[config.mk]
export PLATFORM = sky130hd
export DESIGN_NAME = fwe_top
export DESIGN_NICKNAME = d
export VERILOG_FILES = /design/src/core/fwe_pkg.sv /design/src/core/fwe_prog_if.sv /design/src/core/fwe_prog_engine.sv /design/src/core/fwe_top.sv
export VERILOG_INCLUDE_DIRS = /design/src /design/src/core
export SDC_FILE = /design/constraint.sdc
export NUM_CORES = 1
export LEC_CHECK = 0
export ABC_AREA = 1
export BUFFER_PORTS_ARGS = -buffer_cell sky130_fd_sc_hd__buf_2
export CAP_MARGIN = 20
export CORE_MARGIN = 1
export CORE_UTILIZATION = 29
export CTS_CLUSTER_DIAMETER = 60
export CTS_CLUSTER_SIZE = 16
export DETAILED_ROUTE_END_ITERATION = 7
export PLACE_DENSITY = 0.55
export SKIP_CTS_REPAIR_TIMING = 1
export SLEW_MARGIN = 0
export SYNTH_ARGS = -nofsm -noshare
export SYNTH_HDL_FRONTEND = slang
export SYNTH_SLANG_ARGS = --single-unit
[constraint.sdc]
create_clock -name REF_CLK -period 2.8 [get_ports REF_CLK]
set_input_delay 0.28 -clock REF_CLK [delete_from_list [all_inputs] [get_ports REF_CLK]]
set_output_delay 0.28 -clock REF_CLK [all_outputs]
set_load 0.02 [all_outputs]
[src/core/fwe_defines.svh]
// Constants for the write enable and buffer program command slice.
// Assumes a byte-wide serial opcode, 24-bit address and 256-byte page buffer.
`ifndef FWE_DEFINES_SVH
`define FWE_DEFINES_SVH

////////////////////////////////////////////////////////////////////////////////
// Opcodes
`define FWE_OP_WRITE_ENABLE   8'h06
`define FWE_OP_WRITE_DISABLE  8'h04
`define FWE_OP_VOLATILE_EN    8'h50
`define FWE_OP_BUFFER_PROGRAM 8'h88
`define FWE_OP_STATUS_WRITE   8'h01

////////////////////////////////////////////////////////////////////////////////
// Frame bit counts
`define FWE_OPCODE_BITS       6'h08
`define FWE_FRAME_BITS        6'h20
`define FWE_FRAME_WRAP        6'h27

////////////////////////////////////////////////////////////////////////////////
// Page walk and reset values
`define FWE_LAST_BYTE         8'hff
`define FWE_RST_LATCH         1'h0
`define FWE_RST_BUSY          1'h0
`define FWE_RST_ERROR         1'h0

`endif

[src/core/fwe_pkg.sv]
// Types shared by the command slice and its page program engine.
// Assumes fwe_defines.svh is on the include path.
package fwe_pkg;

  typedef logic [15:0] fwe_page_t;

  typedef enum logic [2:0]
  {
    FWE_ENG_IDLE = 3'h1,
    FWE_ENG_REQ  = 3'h2,
    FWE_ENG_WAIT = 3'h4
  } fwe_eng_state_t;

endpackage

[src/core/fwe_prog_if.sv]
// Start and status link between the command decoder and the page engine.
// Assumes both ends on REF_CLK.
interface fwe_prog_if;
  import fwe_pkg::*;

  logic      start;
  fwe_page_t page;
  logic      busy;
  logic      error;

  modport ctrl (output start, output page, input busy, input error);
  modport eng  (input start, input page, output busy, output error);
endinterface

[src/core/fwe_prog_engine.sv]
// Page program engine: walks all buffer bytes into the selected page.
// Assumes the array logic answers each request with one ack cycle and fail flag.
module fwe_prog_engine
  import fwe_pkg::*;
(
  // Clock and reset
  input  wire logic  clk,
  input  wire logic  rst,
  // Command side
  fwe_prog_if.eng    prog,
  // Array side
  output logic [23:0] array_addr,
  output logic        array_req,
  input  wire logic   array_ack,
  input  wire logic   array_fail
);
  `include "fwe_defines.svh"

  fwe_eng_state_t state_q, state_d;
  logic [7:0]     idx_q, idx_d;
  fwe_page_t      page_q, page_d;
  logic           busy_q, busy_d;
  logic           err_q, err_d;
  logic           req_q, req_d;

  ////////////////////////////////////////////////////////////////////////////////
  // Next state
  always_comb
  begin
    state_d = state_q;
    idx_d   = idx_q;
    page_d  = page_q;
    busy_d  = busy_q;
    err_d   = err_q;
    req_d   = req_q;
    unique case (state_q)
      FWE_ENG_IDLE:
      begin
        if (prog.start)
        begin
          page_d  = prog.page;
          idx_d   = 8'h00;
          busy_d  = 1'b1;
          err_d   = 1'b0;
          state_d = FWE_ENG_REQ;
        end
      end
      FWE_ENG_REQ:
      begin
        req_d   = 1'b1;
        state_d = FWE_ENG_WAIT;
      end
      FWE_ENG_WAIT:
      begin
        if (array_ack)
        begin
          req_d = 1'b0;
          if (array_fail)
            err_d = 1'b1;
          if (idx_q == `FWE_LAST_BYTE)
          begin
            busy_d  = 1'b0;
            state_d = FWE_ENG_IDLE;
          end
          else
          begin
            idx_d   = idx_q + 8'h01;
            state_d = FWE_ENG_REQ;
          end
        end
      end
      default:
      begin
        state_d = FWE_ENG_IDLE;
        busy_d  = 1'b0;
        req_d   = 1'b0;
      end
    endcase
  end

  ////////////////////////////////////////////////////////////////////////////////
  // Registers
  always_ff @(posedge clk or posedge rst)
  begin
    if (rst)
    begin
      state_q <= FWE_ENG_IDLE;
      idx_q   <= 8'h00;
      page_q  <= 16'h0000;
      busy_q  <= `FWE_RST_BUSY;
      err_q   <= `FWE_RST_ERROR;
      req_q   <= 1'b0;
    end
    else
    begin
      state_q <= state_d;
      idx_q   <= idx_d;
      page_q  <= page_d;
      busy_q  <= busy_d;
      err_q   <= err_d;
      req_q   <= req_d;
    end
  end

  assign prog.busy  = busy_q;
  assign prog.error = err_q;
  assign array_req  = req_q;
  assign array_addr = {page_q, idx_q};
endmodule

[src/core/fwe_top.sv]
// Serial command slice: write enable latch, volatile arm and buffer program.
// Assumes a three-wire serial host, mode 0 sampling, and outside protection logic.

////////////////////////////////////////////////////////////////////////////////
module fwe_top
  import fwe_pkg::*;
(
  // Clock and reset
  input  wire logic       REF_CLK,
  input  wire logic       RESET,
  // Serial link
  input  wire logic       CS_N,
  input  wire logic       SCK,
  input  wire logic       SI,
  // Protection and array
  input  wire logic       PAGE_PROTECTED,
  output fwe_pkg::fwe_page_t TARGET_PAGE,
  output logic [23:0]     ARRAY_ADDR,
  output logic            ARRAY_REQ,
  input  wire logic       ARRAY_ACK,
  input  wire logic       ARRAY_FAIL,
  // Status
  output logic            WRITE_ENABLE_LATCH,
  output logic            READY_BUSY_FLAG,
  output logic            PROGRAM_ERROR_FLAG,
  output logic            VOLATILE_WRITE_ARMED,
  output logic            WRITE_ALLOWED
);
  `include "fwe_defines.svh"

  fwe_prog_if prog ();

  logic [2:0]  sync1_q, sync1_d;
  logic [2:0]  sync2_q, sync2_d;
  logic        sck_prev_q, sck_prev_d;
  logic        cs_prev_q, cs_prev_d;
  logic        cs_s, sck_s, si_s, sck_rise, cs_rise;

  logic [5:0]  bit_cnt_q, bit_cnt_d;
  logic [7:0]  opcode_q, opcode_d;
  logic [23:0] addr_q, addr_d;
  logic        aligned, has_opcode, has_addr;

  logic        wel_q, wel_d;
  logic        varm_q, varm_d;
  logic        start_q, start_d;
  logic        prog_ok;
  logic        take_cmd;

  function automatic logic is_op(input logic [7:0] op, input logic [7:0] ref_op);
    is_op = (op == ref_op);
  endfunction

  ////////////////////////////////////////////////////////////////////////////////
  // Pin synchronisers and edge finding
  always_comb
  begin
    sync1_d    = {SI, SCK, CS_N};
    sync2_d    = sync1_q;
    sck_prev_d = sync2_q[1];
    cs_prev_d  = sync2_q[0];
  end

  always_ff @(posedge REF_CLK or posedge RESET)
  begin
    if (RESET)
    begin
      sync1_q    <= 3'h1;
      sync2_q    <= 3'h1;
      sck_prev_q <= 1'b0;
      cs_prev_q  <= 1'b1;
    end
    else
    begin
      sync1_q    <= sync1_d;
      sync2_q    <= sync2_d;
      sck_prev_q <= sck_prev_d;
      cs_prev_q  <= cs_prev_d;
    end
  end

  assign cs_s     = sync2_q[0];
  assign sck_s    = sync2_q[1];
  assign si_s     = sync2_q[2];
  assign sck_rise = sck_s & ~sck_prev_q & ~cs_s;
  assign cs_rise  = cs_s & ~cs_prev_q;

  ////////////////////////////////////////////////////////////////////////////////
  // Frame decode
  assign aligned    = (bit_cnt_q[2:0] == 3'h0);
  assign has_opcode = (bit_cnt_q >= `FWE_OPCODE_BITS);
  assign has_addr   = (bit_cnt_q >= `FWE_FRAME_BITS);
  assign prog_ok    = has_addr && !PAGE_PROTECTED;
  assign take_cmd   = cs_rise && aligned && has_opcode && !prog.busy;

  ////////////////////////////////////////////////////////////////////////////////
  // Shift and bit count
  always_comb
  begin
    bit_cnt_d = bit_cnt_q;
    opcode_d  = opcode_q;
    addr_d    = addr_q;
    if (cs_s)
      bit_cnt_d = 6'h00;
    else if (sck_rise)
    begin
      if (bit_cnt_q < `FWE_OPCODE_BITS)
        opcode_d = {opcode_q[6:0], si_s};
      else if (bit_cnt_q < `FWE_FRAME_BITS)
        addr_d = {addr_q[22:0], si_s};
      if (bit_cnt_q == `FWE_FRAME_WRAP)
        bit_cnt_d = `FWE_FRAME_BITS;
      else
        bit_cnt_d = bit_cnt_q + 6'h01;
    end
  end

  always_ff @(posedge REF_CLK or posedge RESET)
  begin
    if (RESET)
    begin
      bit_cnt_q <= 6'h00;
      opcode_q  <= 8'h00;
      addr_q    <= 24'h000000;
    end
    else
    begin
      bit_cnt_q <= bit_cnt_d;
      opcode_q  <= opcode_d;
      addr_q    <= addr_d;
    end
  end

  ////////////////////////////////////////////////////////////////////////////////
  // Command decode
  always_comb
  begin
    wel_d   = wel_q;
    varm_d  = varm_q;
    start_d = 1'b0;
    if (take_cmd)
    begin
      if (is_op(opcode_q, `FWE_OP_WRITE_ENABLE))
        wel_d = 1'b1;
      else if (is_op(opcode_q, `FWE_OP_WRITE_DISABLE))
        wel_d = 1'b0;
      else if (is_op(opcode_q, `FWE_OP_VOLATILE_EN))
        varm_d = 1'b1;
      else if (is_op(opcode_q, `FWE_OP_STATUS_WRITE))
        varm_d = 1'b0;
      else if (is_op(opcode_q, `FWE_OP_BUFFER_PROGRAM) && wel_q)
      begin
        wel_d = 1'b0;
        if (prog_ok)
          start_d = 1'b1;
      end
    end
  end

  always_ff @(posedge REF_CLK or posedge RESET)
  begin
    if (RESET)
    begin
      wel_q   <= `FWE_RST_LATCH;
      varm_q  <= 1'b0;
      start_q <= 1'b0;
    end
    else
    begin
      wel_q   <= wel_d;
      varm_q  <= varm_d;
      start_q <= start_d;
    end
  end

  ////////////////////////////////////////////////////////////////////////////////
  // Engine handshake
  assign prog.start = start_q;
  assign prog.page  = addr_q[23:8];

  ////////////////////////////////////////////////////////////////////////////////
  // Page engine
  fwe_prog_engine u_engine
  (
    .clk        (REF_CLK),
    .rst        (RESET),
    .prog       (prog),
    .array_addr (ARRAY_ADDR),
    .array_req  (ARRAY_REQ),
    .array_ack  (ARRAY_ACK),
    .array_fail (ARRAY_FAIL)
  );

  ////////////////////////////////////////////////////////////////////////////////
  // Status outputs
  assign TARGET_PAGE          = addr_q[23:8];
  assign WRITE_ENABLE_LATCH   = wel_q;
  assign WRITE_ALLOWED        = wel_q;
  assign READY_BUSY_FLAG      = prog.busy;
  assign PROGRAM_ERROR_FLAG   = prog.error;
  assign VOLATILE_WRITE_ARMED = varm_q;
endmodule

==> reports/metrics.cfg <==
[finish]
n_antenna_cell=0
area_growth_pct=16.43
fillers=1240
layout_common_cells=nand2_1 (124), dfrtp_1 (75), buf_2 (53), inv_1 (44), nor2_1 (31)
stdcell_count=626
seqCellArea_sq_um=1982
nets=465
final_common_cell=nand2_1
multiInputGateArea_sq_um=1234
drive_gt1_frac=0.2380

[timing]
finalCriticalPeriod_ns=1.934
worst_pin_slew_ns=0.9227
tns_ns=0
period_share=0.6907
fin_worst_skew_ns=0.007307
rsz0062_at_grt=no
fmax_ghz=0.5171
max-slew-margin-rel=0.3841
final_max_slew_viol_count=0
finalSetupViolCount=0
hold_viol=0

[floorplanning]
die_h_microns=113.6
ios=54
core_sq_um=12060
chipWidth_microns=113.6
die_area_sq_um=12900
start_util=0.2993
fp-row-count=40

[worst_setup_path]
critPathCaptureType=flop
critPathKind=reg2reg
worstPathMaxFanout=48
required_ns=3.02
cp.arrival_ns=2.16
critPathLaunchType=flop

[detailed_routing]
finalWirelength_mm=6.780
firstDrtPassIters=4
via_count=2605
drcViolationCount=0
drt-initial-drc-count=165
postRouteAntennaNets=0
vias_per_cell=4.161
drt-wirelength-per-cell_microns=10.83

[power_and_ir_drop]
p_comb_frac=0.054
pwr-share-clk=0.465
vdd_ir_drop_max_mv=0.2320
p_leak_nw=2.055
power_switching_mw=0.5882
power.total_mw=2.499
sw_frac_of_total=0.2354
power.internal_mw=1.910
p_per_area_nw_per_um2=594.5
p_seq_frac=0.481

[yosys]
syn-instance-count=413
synth.distinct_cells=29
synth.yosys.seq_area_share=0.5490
syn-num-nets=424
ys_seq_elements=79
synth_area_sq_um=3610
ys_warn_count=0
syn_area_per_cell_sq_um=8.740

[outcome]
status=finished clean

[cts]
cts_buffers=9
root_buffer=clkbuf_16
clock_latency_ns=0.33
cts_tree=done
clock_path_buffers=2
htree_levels=3
clk_pin_slew_worst_paths_ns=0.06
clock-sinks=79

[global_route]
antenna_found_initial=0
grt_pass1_wl_mm=11.67
grt_max_degree=49
first_global_vias=2465
grt_use_total=0.1163
overflow=0

[placement]
portBuffers=53
dpl.cell_count=611
hpwl_mm=4.779
gp_congestion=0.8260

[run]
drv_cap=0

[worst_hold_path]
hold_class=in2async

## area by class of cell
type | instances | area share
multi-input combinational | 257 | 0.2935
inverter | 51 | 0.04585
clock inverter | 6 | 0.01697
sequential | 79 | 0.4716
tap | 168 | 0.05001
timing repair buffer | 56 | 0.06847
clock buffer | 9 | 0.05359
## path summary, 6_finish.rpt
kind,slack [ns],startpoint,depth (start not counted),endpoint
max,0.87,sck_prev_q,5,addr_q[14]
min,0.01,RESET,2,opcode_q[1]
max reg2reg,0.87,sck_prev_q,5,addr_q[14]
min reg2reg,0.35,sync1_q[2],0,sync2_q[2]
max in group asynchronous,2.03,RESET,3,u_engine.state_q[0]
min in group REF_CLK,0.04,CS_N,1,sync1_q[0]
## layer usage
| layer | share of wire | wire (microns) | up-vias | global-route usage |
|---|---|---|---|---|
| met2 | 0.46 | 3137 | 45 | 0.1801 |
| met4 | 0.015 | 103 | 0 | 0.05526 |
| met5 | 0 | 0 | - | 0 |
| met1 | 0.48 | 3285 | 1201 | 0.1515 |
| li1 | - | - | 1349 | - |
| met3 | 0.037 | 253 | 10 | 0.03082 |
## registers in the layout, summed over array words and instances, names as in the netlist, 3 cells and up
name	cells
u_engine.page_q	16
u_engine.idx_q	8
sync1_q	3
addr_q	24
bit_cnt_q	6
opcode_q	8
sync2_q	3
u_engine.state_q	3
## cells in the mapped netlist
master      n  share of area
nand2_1   124           0.13
o21ai_0    17          0.024
inv_2       6         0.0062
o21ai_1    29          0.040
nor2_8      1         0.0055
xor2_1      2         0.0049
nor2_1     31          0.032
nand2_2     8          0.014
inv_1      45          0.047
buf_6       5          0.016
nand3b_1    2         0.0042
nor2_2      3         0.0052
nand3_1    14          0.019
clkbuf_1    1         0.0010
ha_1        3          0.010
nand3_2     2         0.0055
buf_4      17          0.035
dfrtp_1    75           0.52
xnor2_1     1         0.0024
nor3_1      4         0.0055
nor4_1      1         0.0017
dfstp_2     4          0.029
buf_2       3         0.0042
o21ai_2     6          0.015
a21oi_1     1         0.0014
a21oi_2     4         0.0097
nor2_4      2         0.0062
o22ai_1     1         0.0017
nor3_4      1         0.0045
## through the flow
stage          utilization  hold WS, ns  worst slack, ns  area (sq um)
6_report            0.3484      0.01319           0.8661          4203
5_1_grt             0.3484      0.02441           0.5853          4203
4_1_cts             0.3484      0.02597           0.8279          4203
3_5_place_dp        0.3239       0.3362           0.8470          3906
3_3_place_gp        0.3239       0.3359           0.9254          3906
2_1_floorplan            -       0.2845           0.5032          3610
## worst max-delay path: stages, from the launching register on
cell and delay (ns):
dfrtp_1 0.37, inv_2 0.05, nand2_2 0.09, nor2_8 0.13, nand3_2 0.70, o21ai_0 0.46
## cell families (layout without fill, tap and decap cells)
family,count (synthesis),count (layout),share of synthesized area
AO/OA/AOI/OAI,58,58,0.09116
adder cells (fa/ha/maj),3,3,0.01040
XOR/XNOR,3,3,0.007280
AND/OR/NAND/NOR,193,193,0.2329
flip-flops,79,79,0.5490
buffers and inverters,77,122,0.1092
## power by group through the flow
stage | registers (mW) | clock network, mW | logic, mW
after floorplan | 1.22 | 0 | 0.105
after global placement | 1.22 | 0 | 0.137
after detailed placement | 1.22 | 0 | 0.139
after CTS | 1.20 | 1.20 | 0.139
after global routing | 1.21 | 1.27 | 0.162
final | 1.20 | 1.16 | 0.136
Note: power is estimated with default switching activity, not from simulation.
